==> src/verilog/bcc_pkg.sv <==
// package of constants and types for the bus command control output stage
// Functional notes
// - enable pin is active-low grant when timing select high, active-high gate when low
// - grant low takes command outputs out of high impedance, driven inactive high
// - grant high tristates command outputs and holds transceiver enable low
// - short-cycle mode: command gate high permits commands and transceiver enable
// - short-cycle mode: gate low forces inactive levels but keeps outputs driven
// - enable input may be asynchronous; deterministic response when setup/hold met
// - address latch strobe active high, none in halt, independent of control inputs
// - cascade address gate active high, only in acknowledge cycles, no control input
// - transceiver enable active high, postponed for writes in compatible timing mode
// - direction high for writes, low for reads, independent of control inputs
// - transceiver enable is inactive whenever direction changes level
// - direction held high when no bus cycle is in progress
// - strobes active low; timing select and hold-off set assert, ready sets release
// - each cycle type except idle and halt asserts its own strobe
// - decode space select and status; idle and halt issue nothing
// - status and command states each last two clocks; idle lasts until a status code starts a cycle
// - ready sampled at end of command state: high repeats, low ends cycle
package bcc_pkg;

    // ------------------------------------------------------------
    // decoded bus cycle types {space, status_hi_n, status_lo_n}
    // ------------------------------------------------------------
    localparam logic [2:0] CYC_ACK    = 3'h0;
    localparam logic [2:0] CYC_IO_RD  = 3'h1;
    localparam logic [2:0] CYC_IO_WR  = 3'h2;
    localparam logic [2:0] CYC_HALT   = 3'h4;
    localparam logic [2:0] CYC_MEM_RD = 3'h5;
    localparam logic [2:0] CYC_MEM_WR = 3'h6;
    localparam logic [2:0] CYC_IDLE   = 3'h7;   // no cycle, held after reset

    // ------------------------------------------------------------
    // timing and reset values
    // ------------------------------------------------------------
    localparam int          PHASES_PER_STATE = 2;       // clocks per bus state
    localparam int          SYNC_STAGES      = 2;
    localparam logic [4:0]  STROBE_IDLE      = 5'h1f;   // all strobes inactive high
    localparam logic        DIR_IDLE         = 1'b1;

    // bus state machine, one-hot
    typedef enum logic [2:0] {
        ST_IDLE   = 3'b001,
        ST_STATUS = 3'b010,
        ST_CMD    = 3'b100
    } bcc_state_t;

endpackage

==> src/verilog/bcc_top.sv <==
// bus command control output stage: cycle decode, bus states, strobes and transceiver control
`timescale 1ns/1ps
module bcc_top (
    // clock and reset
    input  wire logic clk_sys,
    input  wire logic srst,
    // strap and cycle inputs
    input  wire logic compat_timing_select,
    input  wire logic space_select,
    input  wire logic status_hi_n,
    input  wire logic status_lo_n,
    input  wire logic controller_select_latched,
    input  wire logic command_hold_off,
    input  wire logic ready_n,
    input  wire logic gate_or_grant_pin,
    // command strobes, value and output enable
    output logic      io_write_strobe_n,
    output logic      io_read_strobe_n,
    output logic      mem_write_strobe_n,
    output logic      mem_read_strobe_n,
    output logic      irq_ack_strobe_n,
    output logic      cmd_oe,
    // control outputs
    output logic      addr_latch_strobe,
    output logic      cascade_addr_gate,
    output logic      xcvr_on,
    output logic      xcvr_dir
);

    // ------------------------------------------------------------
    // enable pin synchroniser
    // ------------------------------------------------------------
    logic pin_level;
    logic pin_sync;

    // fold the pin so that a cleared synchroniser reads as closed in both modes,
    // otherwise a denied grant would look granted for two clocks after reset
    assign pin_level = compat_timing_select ? ~gate_or_grant_pin : gate_or_grant_pin;

    bcc_sync #(
        .STAGES (bcc_pkg::SYNC_STAGES)
    ) u_sync (
        .clk_sys (clk_sys),
        .srst    (srst),
        .d_async (pin_level),
        .q_sync  (pin_sync)
    );

    // meaning of the pin follows the timing strap
    logic cmd_gate;
    logic shared_bus_grant_n;
    logic permit;
    assign cmd_gate           = ~compat_timing_select & pin_sync;
    assign shared_bus_grant_n = compat_timing_select ? ~pin_sync : 1'b0;
    assign permit             = compat_timing_select ? ~shared_bus_grant_n : cmd_gate;

    // ------------------------------------------------------------
    // cycle decode
    // ------------------------------------------------------------
    function automatic logic cyc_active(input logic [2:0] c);
        return (c[1:0] != 2'h3) && (c != bcc_pkg::CYC_HALT);
    endfunction

    function automatic logic cyc_write(input logic [2:0] c);
        return (c == bcc_pkg::CYC_IO_WR) || (c == bcc_pkg::CYC_MEM_WR);
    endfunction

    function automatic logic [4:0] strobe_of(input logic [2:0] c);
        logic [4:0] s;
        s = bcc_pkg::STROBE_IDLE;
        case (c)
            bcc_pkg::CYC_IO_WR:  s[4] = 1'b0;
            bcc_pkg::CYC_IO_RD:  s[3] = 1'b0;
            bcc_pkg::CYC_MEM_WR: s[2] = 1'b0;
            bcc_pkg::CYC_MEM_RD: s[1] = 1'b0;
            bcc_pkg::CYC_ACK:    s[0] = 1'b0;
            default:             s    = bcc_pkg::STROBE_IDLE;
        endcase
        return s;
    endfunction

    logic [2:0] cyc_in;
    logic       start;
    assign cyc_in = {space_select, status_hi_n, status_lo_n};
    assign start  = ~(status_hi_n & status_lo_n);

    // the phase flag is a single bit, so a bus state cannot span other than two clocks
    if (bcc_pkg::PHASES_PER_STATE != 2) begin : g_phase_check
        $error("bus states must span two clocks");
    end

    // ------------------------------------------------------------
    // bus state machine
    // ------------------------------------------------------------
    bcc_pkg::bcc_state_t state_r;
    bcc_pkg::bcc_state_t state_nxt;
    logic                phase_r;      // second clock of a bus state
    logic                phase_nxt;
    logic [2:0]          cyc_r;
    logic [2:0]          cyc_nxt;
    logic                sel_r;        // latched controller select
    logic                sel_nxt;
    logic                cmd_go_r;     // hold-off released
    logic                cmd_go_nxt;
    logic                waited_r;     // at least one wait state begun
    logic                waited_nxt;

    // next state: each bus state spans two clocks
    always_comb begin
        state_nxt  = state_r;
        phase_nxt  = ~phase_r;
        cyc_nxt    = cyc_r;
        sel_nxt    = sel_r;
        cmd_go_nxt = cmd_go_r;
        waited_nxt = waited_r;
        case (state_r)
            bcc_pkg::ST_IDLE: begin
                phase_nxt = 1'b0;
                if (start) begin
                    state_nxt = bcc_pkg::ST_STATUS;
                    phase_nxt = 1'b1;
                    cyc_nxt   = cyc_in;
                end
            end
            bcc_pkg::ST_STATUS: begin
                if (phase_r) begin
                    sel_nxt    = controller_select_latched;
                    cmd_go_nxt = ~command_hold_off;
                    waited_nxt = 1'b0;
                    state_nxt  = cyc_active(cyc_r) ? bcc_pkg::ST_CMD : bcc_pkg::ST_IDLE;
                end
            end
            bcc_pkg::ST_CMD: begin
                if (!command_hold_off) begin
                    cmd_go_nxt = 1'b1;
                end
                if (phase_r) begin
                    if (ready_n) begin
                        waited_nxt = 1'b1;
                    end else if (start) begin
                        state_nxt = bcc_pkg::ST_STATUS;
                        phase_nxt = 1'b1;
                        cyc_nxt   = cyc_in;
                    end else begin
                        state_nxt = bcc_pkg::ST_IDLE;
                    end
                end
            end
            default: begin
                state_nxt = bcc_pkg::ST_IDLE;
                phase_nxt = 1'b0;
            end
        endcase
    end

    always_ff @(posedge clk_sys) begin
        if (srst) begin
            state_r  <= bcc_pkg::ST_IDLE;
            phase_r  <= 1'b0;
            cyc_r    <= bcc_pkg::CYC_IDLE;
            sel_r    <= 1'b0;
            cmd_go_r <= 1'b0;
            waited_r <= 1'b0;
        end else begin
            state_r  <= state_nxt;
            phase_r  <= phase_nxt;
            cyc_r    <= cyc_nxt;
            sel_r    <= sel_nxt;
            cmd_go_r <= cmd_go_nxt;
            waited_r <= waited_nxt;
        end
    end

    // ------------------------------------------------------------
    // command qualification
    // ------------------------------------------------------------
    logic in_cmd;
    logic cmd_now;
    logic cmd_live;
    logic want_dir;

    // a strobe needs this controller selected for the cycle
    assign in_cmd   = (state_nxt == bcc_pkg::ST_CMD) && sel_nxt;
    // hold-off is sampled afresh in every status state, so no earlier cycle leaks in
    assign cmd_now  = cmd_go_nxt;
    // compatible timing holds the strobe until the first wait state
    assign cmd_live = in_cmd & cmd_now & (~compat_timing_select | waited_nxt);

    // ------------------------------------------------------------
    // command strobes and their three-state enable
    // ------------------------------------------------------------
    logic [4:0] strobe_r;
    logic [4:0] strobe_nxt;
    logic       oe_r;
    logic       oe_nxt;

    // strobe of the cycle while permitted, forced inactive without grant
    always_comb begin
        strobe_nxt = bcc_pkg::STROBE_IDLE;
        oe_nxt     = ~shared_bus_grant_n;
        if (permit && cmd_live) begin
            strobe_nxt = strobe_of(cyc_nxt);
        end
        if (shared_bus_grant_n) begin
            strobe_nxt = bcc_pkg::STROBE_IDLE;
        end
    end

    // registered so the strobes carry no decode glitches
    always_ff @(posedge clk_sys) begin
        if (srst) begin
            strobe_r <= bcc_pkg::STROBE_IDLE;
            oe_r     <= 1'b0;
        end else begin
            strobe_r <= strobe_nxt;
            oe_r     <= oe_nxt;
        end
    end

    // ------------------------------------------------------------
    // address strobe and cascade gate
    // ------------------------------------------------------------
    logic ale_r;
    logic ale_nxt;
    logic mce_r;
    logic mce_nxt;

    // both ignore every control input
    always_comb begin
        ale_nxt = 1'b0;
        mce_nxt = 1'b0;
        if (state_nxt == bcc_pkg::ST_STATUS && cyc_active(cyc_nxt)) begin
            ale_nxt = phase_nxt;
        end
        if (state_nxt != bcc_pkg::ST_IDLE && cyc_nxt == bcc_pkg::CYC_ACK) begin
            mce_nxt = 1'b1;
        end
    end

    // register the address side controls
    always_ff @(posedge clk_sys) begin
        if (srst) begin
            ale_r <= 1'b0;
            mce_r <= 1'b0;
        end else begin
            ale_r <= ale_nxt;
            mce_r <= mce_nxt;
        end
    end

    // ------------------------------------------------------------
    // transceiver enable and direction
    // ------------------------------------------------------------
    logic den_r;
    logic den_nxt;
    logic dir_r;
    logic dir_nxt;

    // direction: reads low, writes and idle high
    assign want_dir = (state_nxt == bcc_pkg::ST_IDLE) || !cyc_active(cyc_nxt) ||
                      cyc_write(cyc_nxt);

    // transceiver opens in the command state once the direction has settled
    always_comb begin
        den_nxt = 1'b0;
        dir_nxt = want_dir;
        if (permit && in_cmd && cyc_active(cyc_nxt)) begin
            // writes in compatible mode wait for the strobe
            den_nxt = (compat_timing_select && cyc_write(cyc_nxt)) ? cmd_live : 1'b1;
        end
        // a direction change closes the transceiver; direction moves once it is closed, a clock later if it was open
        if (want_dir != dir_r) begin
            den_nxt = 1'b0;
        end
        if (den_r) begin
            dir_nxt = dir_r;
        end
        if (shared_bus_grant_n) begin
            den_nxt = 1'b0;
        end
    end

    // register the transceiver controls
    always_ff @(posedge clk_sys) begin
        if (srst) begin
            den_r <= 1'b0;
            dir_r <= bcc_pkg::DIR_IDLE;
        end else begin
            den_r <= den_nxt;
            dir_r <= dir_nxt;
        end
    end

    // drive the pins from the registers
    assign io_write_strobe_n  = strobe_r[4];
    assign io_read_strobe_n   = strobe_r[3];
    assign mem_write_strobe_n = strobe_r[2];
    assign mem_read_strobe_n  = strobe_r[1];
    assign irq_ack_strobe_n   = strobe_r[0];
    assign cmd_oe             = oe_r;
    assign addr_latch_strobe  = ale_r;
    assign cascade_addr_gate  = mce_r;
    assign xcvr_on            = den_r;
    assign xcvr_dir           = dir_r;

endmodule

==> src/verilog/bcc_sync.sv <==
// two-stage synchroniser for an asynchronous level
`timescale 1ns/1ps
module bcc_sync #(
    parameter int STAGES = 2
) (
    // clock and reset
    input  wire logic clk_sys,
    input  wire logic srst,
    // level in and out
    input  wire logic d_async,
    output logic      q_sync
);
    initial begin
        if (STAGES < 2) $error("bcc_sync needs at least two stages");
    end

    logic [STAGES-1:0] chain_r;
    logic [STAGES-1:0] chain_nxt;

    // shift the level through the chain
    always_comb begin
        chain_nxt = {chain_r[STAGES-2:0], d_async};
    end

    always_ff @(posedge clk_sys) begin
        if (srst) begin
            chain_r <= '0;
        end else begin
            chain_r <= chain_nxt;
        end
    end

    assign q_sync = chain_r[STAGES-1];
endmodule

==> config.mk <==
export PLATFORM = sky130hd
export DESIGN_NAME = bcc_top
export DESIGN_NICKNAME = d
export VERILOG_FILES = /design/src/verilog/bcc_pkg.sv /design/src/verilog/bcc_top.sv /design/src/verilog/bcc_sync.sv
export SDC_FILE = /design/constraint.sdc
export NUM_CORES = 1
export LEC_CHECK = 0
export BUFFER_PORTS_ARGS = -buffer_cell sky130_fd_sc_hd__buf_2
export CORE_UTILIZATION = 35
export CTS_CLUSTER_DIAMETER = 60
export CTS_CLUSTER_SIZE = 30
export DETAILED_ROUTE_END_ITERATION = 6
export MAX_ROUTING_LAYER = met4
export SYNTH_ARGS = -nofsm -noshare
export SYNTH_HDL_FRONTEND = slang
export SYNTH_SLANG_ARGS = --single-unit
==> constraint.sdc <==
create_clock -name clk_sys -period 4 [get_ports clk_sys]
set_input_delay 0.8 -clock clk_sys [delete_from_list [all_inputs] [get_ports clk_sys]]
set_output_delay 0.8 -clock clk_sys [all_outputs]
set_load 0.01 [all_outputs]
# Yosys cells after proc, flatten, opt, wreduce, memory -nomap -nowiden
# Index checks and enable logic that the tools add are counted.
[word_totals]
output_inout_bits = 10
register_bits = 22
word_cells = 95
[classes]
n_eq_ne = 16
bitwise = 14
n_reduce_logical = 17
mux = 35
[ops]
columns = ["cell", "n"]
rows = [
  ["$mux 3", 8],
  ["$mux 1", 21],
  ["$eq 3x3->1 const B", 4],
  ["$eq 3x1->1 const B", 3],
  ["$eq 3x2->1 const B", 3],
  ["$logic_and 1x1->1", 9],
  ["$not 1->1", 9],
  ["$pmux 3 s3", 1],
  ["$ne 3x3->1 const B", 2],
  ["$pmux 3 s2", 1],
  ["$and 1x1->1", 4],
  ["$ne 2x2->1 const B", 2],
  ["$pmux 1 s2", 2],
  ["$reduce_or 4->1", 1],
  ["$logic_not 3->1", 1],
  ["$logic_or 1x1->1", 3],
  ["$ne 3x1->1 const B", 1],
  ["$pmux 1 s3", 1],
  ["$reduce_or 3->1", 1],
  ["$mux 2", 1],
  ["$reduce_or 2->1", 1],
  ["$logic_not 1->1", 1],
  ["$ne 1x1->1", 1],
  ["$or 1x1->1", 1],
]

# Depth between registers and ports, before layout
[logic_depth]
ltp_word = 12
mapped_depth = 8

# By module
# A second synthesis with hierarchy kept.
[hier_totals]
cells_unflattened = 119
hier_area_um2 = 1106.1
[by_module_without_submodules]
columns = ["mod", "seq_area_each_um2", "area_each_um2", "n_inst", "cells_per_inst"]
rows = [
  ["bcc_top", 400.4, 1053.5, 1, 115],
  ["bcc_sync", 40.0, 52.6, 1, 4],
]

# Least setup slack after synthesis
# Ideal clock, no wire load.
[synth_timing]
path_type = "input port to flip-flop"
start = "input port ready_n"
end = "register strobe_r[0]"
required_ps = 3873
path_slack_ps = 1674
n_path_buf = 0
path_stages = 5
arrival_time_ps = 2199
path_cell_list = "nand4bb_4 > a221oi_4 > mux2i_1 > nand4_1 > or3_1"
[synth_between]
elab_chain_cells = 10
[synth_lines]
columns = ["item", "line_no", "text"]
rows = [
  ["start, declared", "bcc_top.sv:14", "input wire logic ready_n,"],
  ["$mux 3", "bcc_top.sv:138", "if (ready_n) begin"],
  ["$mux 3", "bcc_top.sv:137", "if (phase_r) begin"],
  ["$pmux 3 s3", "bcc_top.sv:116", "case (state_r)"],
  ["$eq 3x3->1", "bcc_top.sv:183", "assign in_cmd = (state_nxt == bcc_pkg::ST_CMD) && sel_nxt;"],
  ["$logic_and 1x1->1", "bcc_top.sv:183", ""],
  ["$and 1x1->1 (2 in series)", "bcc_top.sv:187", "assign cmd_live = in_cmd & cmd_now & (~compat_timing_select | waited_nxt);"],
  ["$logic_and 1x1->1", "bcc_top.sv:201", "if (permit && cmd_live) begin"],
  ["$not 1->1 (no line)", "-", ""],
  ["$reduce_or 3->1 (no line)", "-", ""],
  ["end signal, assigned", "bcc_top.sv:212", "strobe_r <= bcc_pkg::STROBE_IDLE;"],
  ["end signal, assigned", "bcc_top.sv:215", "strobe_r <= strobe_nxt;"],
  ["end, declared", "bcc_top.sv:192", "logic [4:0] strobe_r;"],
]
# Parallel ways exist; a longest one is shown, timed or not.
# A chain may end at the register's enable or synchronous reset.

# Worst setup path in the final report
[layout_timing]
start = "register state_r[0]"
end = "register strobe_r[0]"
[layout_between]
elab_chain_cells = 10
[layout_lines]
columns = ["item", "line_no", "text"]
rows = [
  ["start, declared", "bcc_top.sv:95", "bcc_pkg::bcc_state_t state_r;"],
  ["start signal, assigned", "bcc_top.sv:158", "state_r <= bcc_pkg::ST_IDLE;"],
  ["start signal, assigned", "bcc_top.sv:165", "state_r <= state_nxt;"],
  ["$mux 3", "bcc_top.sv:138", ""],
  ["$mux 3", "bcc_top.sv:137", ""],
  ["$pmux 3 s3", "bcc_top.sv:116", ""],
  ["$eq 3x3->1", "bcc_top.sv:183", ""],
  ["$logic_and 1x1->1", "bcc_top.sv:183", ""],
  ["$and 1x1->1 (2 in series)", "bcc_top.sv:187", ""],
  ["$logic_and 1x1->1", "bcc_top.sv:201", ""],
  ["$not 1->1 (no line)", "-", ""],
  ["$reduce_or 3->1 (no line)", "-", ""],
]
# Parallel ways exist; a longest one is shown, timed or not.

==> results.py <==
metrics = {
    "drt": {
        "drt-total-wl_um": 2130,
        "routedWlPerCell_um": 11.9,
        "num_vias": 912,
        "drc": 0,
        "via_per_inst": 5.07,
        "drt_first_pass_iters": 4,
        "ant_nets": 0,
        "drt_iter0_drc": 43,
    },
    "clock_network": {
        "root_buffer": "clkbuf_4",
        "insertion_delay_ns": 0.30,
        "clockBufferDepth": 2,
        "htree_levels": 1,
        "clk_pin_slew_ns": 0.12,
        "postCtsSetupRepairBufs": 0,
        "cts_tree": "built",
        "cts-buffers-inserted": 3,
        "cts_resized": 0,
        "hold_buffers": 0,
        "clkSinkCount": 22,
    },
    "critical_path": {
        "crit_fanout": 16,
        "crit_type": "reg2reg",
        "cp_data_required_time_ns": 4.20,
        "startpoint_type": "flip-flop",
        "arrival_ns": 2.56,
        "cp-end-kind": "flip-flop",
    },
    "yosys": {
        "synth-seq-cells": 22,
        "synth_cells": 119,
        "post_synth.cell_area_avg_um2": 9.37,
        "syn_nets": 129,
        "synthAdderAreaFrac_pct": 0,
        "synth_top_area_share_pct": 39.5,
        "synth_seq_area_share_pct": 39.5,
        "synth-simple-area-share_pct": 32.4,
        "synth_xor_xnor_area_share_pct": 2.36,
        "synth_flop_cell": "dfxtp_1",
        "yosysWarningCount": 0,
        "synth_top_family_by_area": "simple AND/OR/NAND/NOR gates",
        "synth_edf_count": 0,
        "synth_area_leaders": "dfxtp_1, nor2_1, a21oi_1, mux2i_1, nand4bb_4",
        "yosysUniqueCellTypes": 49,
        "syn_area_um2": 1110,
        "async_flop_share_pct": 0,
        "muxShareOfSynthArea_pct": 2.69,
        "yosys.area.top_type": "dfxtp_1",
        "synth_compound_area_share_pct": 18.0,
    },
    "floorplanning": {
        "ios": 20,
        "start_util_pct": 36.8,
        "die_area_um2": 3410,
        "row_count": 20,
        "die_y_um": 58.4,
        "die_w_um": 58.4,
        "coreArea_um2": 3030,
    },
    "final_layout": {
        "stdcell_area_um2": 1280,
        "area_growth_pct": 14.8,
        "fin_nets": 147,
        "antenna_cells": 0,
        "drive_above_1_share_pct": 25.0,
    },
    "global_routing": {
        "track_usage_pct": 14.2,
        "antenna_found_initial": 0,
        "grt_max_degree": 18,
        "grt_pass1_vias": 813,
        "grt_pass1_wl_um": 3570,
        "grt_overflow_total": 0,
    },
    "sta": {
        "post-route-min-period_ns": 2.36,
        "fmax_mhz": 423,
        "relSlewSlack_pct": 58.8,
        "fin_tns_setup_ns": 0,
        "worst_pin_slew_ns": 0.610,
        "layout_setup_ws_ns": 1.64,
        "hold_viol_final": 0,
        "timing.final.crit_share_pct": 59.1,
        "whs_ns": 0.462,
        "finClkSkew_ns": 0.00129,
        "rsz0062_at_grt": "false",
        "slew_violations": 0,
        "setup-violations-final": 0,
    },
    "flow_run": {
        "drv_cap": 0,
    },
    "placed_design": {
        "io_buffer_count": 19,
        "place_worst_setup_slack_ns": 1.32,
        "gp_congestion": 0.768,
        "place_hpwl_um": 1610,
        "placed_area_um2": 1230,
    },
    "worst_hold_path": {
        "hp-class": "reg2reg",
    },
    "power": {
        "peakVddDrop_mv": 0.254,
        "leakage_nw": 0.471,
        "cellPowerDensity_nw_per_um2": 612,
    },
    "outcome": {
        "outcome": "complete, no violations",
    },
}
flip-flops by register name, indices dropped and copies added, names as in the netlist:
register,flops
cmd_go_r,1
state_r,3
cyc_r,3
addr_latch_strobe,1
waited_r,1
phase_r,1
u_sync.chain_r,2
strobe_r,5
sel_r,1
xcvr_dir,1
xcvr_on,1
cascade_addr_gate,1
cmd_oe,1
cells in the mapped netlist (2+ instances only):
| library cell | n |
|---|---|
| o21ai_0 | 2 |
| xnor2_1 | 2 |
| a22oi_1 | 2 |
| and2b_1 | 2 |
| nand2b_1 | 4 |
| and2_1 | 2 |
| mux2i_1 | 3 |
| a21oi_1 | 6 |
| dfxtp_1 | 22 |
| nor3_1 | 3 |
| or3_1 | 2 |
| nand2_1 | 7 |
| nor3b_1 | 2 |
| inv_1 | 5 |
| nand3_1 | 2 |
| nor2b_1 | 2 |
| nor2_1 | 15 |
| nand3b_1 | 2 |
| a211oi_1 | 2 |
| buf_2 | 3 |
cells in the final DEF, fill, tap and decap left out, drive strengths merged, types with 3 or more instances in the layout:
cell type and instances:
a21oi 7, a22oi 3, buf 19, clkbuf 3, dfxtp 22, inv 5
mux2i 3, nand2 7, nand2b 4, nor2 15, nor3 4, o21ai 3
stage by stage:
| stage | power [W] | cells | util [%] |
|---|---|---|---|
| 4_1_cts | 0.000789 | 180 | 42.3 |
| 6_report | 0.000784 | 180 | 42.3 |
| 3_5_place_dp | 0.000622 | 176 | 40.5 |
| 5_1_grt | 0.000839 | 180 | 42.3 |
| 2_1_floorplan | 0.000570 | 119 | - |
| 3_3_place_gp | 0.000618 | 176 | 40.5 |
report_power, final:
group	leakage [nW]	switching, W	total, W	internal, W
registers	0.180	0.0000679	0.000321	0.000253
clock network	0.0279	0.0000640	0.000165	0.000101
logic	0.263	0.000161	0.000297	0.000136
cell type report:
| class | instances | area (um^2) |
|---|---|---|
| clock inverter | 1 | 30.0 |
| sequential | 22 | 440 |
| inverter | 5 | 18.8 |
| tap | 44 | 55.1 |
| multi-input combinational | 86 | 618 |
| clock buffer | 3 | 22.5 |
| timing repair buffer | 19 | 95.1 |
| fill | 304 | 1750 |
worst max-delay path: stages, from the launching register on:
cell,delay [ns]
dfxtp_1,0.65
nand2b_1,0.21
a221oi_4,0.37
mux2i_1,0.47
nand4_1,0.18
or3_1,0.38
logic make-up after synthesis:
family / after synthesis
flip-flops: 22
XOR/XNOR: 3
multiplexers: 3
AND/OR/NAND/NOR: 56
AO/OA/AOI/OAI: 24
buffers and inverters: 11
routing by layer:
metal	part of all wire, %	up-vias	wire (um)	track usage (%)
met3	3.5	2	74	2.64
met1	51	433	1100	19.7
li1	-	461	-	-
met4	0.98	0	21	6.12
met5	0	-	0	-
met2	44	16	943	20.0
path summary, 6_finish.rpt:
path                                      from                           end  slack [ns]  cells after the start
setup / recovery         state_r[0]$_SDFF_PP1_        strobe_r[0]$_SDFF_PP1_        1.64                      5
hold / removal    u_sync.chain_r[0]$_SDFF_PP0_  u_sync.chain_r[1]$_SDFF_PP0_        0.46                      1
setup reg to reg         state_r[0]$_SDFF_PP1_        strobe_r[0]$_SDFF_PP1_        1.64                      5
hold reg to reg   u_sync.chain_r[0]$_SDFF_PP0_  u_sync.chain_r[1]$_SDFF_PP0_        0.46                      1
(Power assumes the default switching activity.)
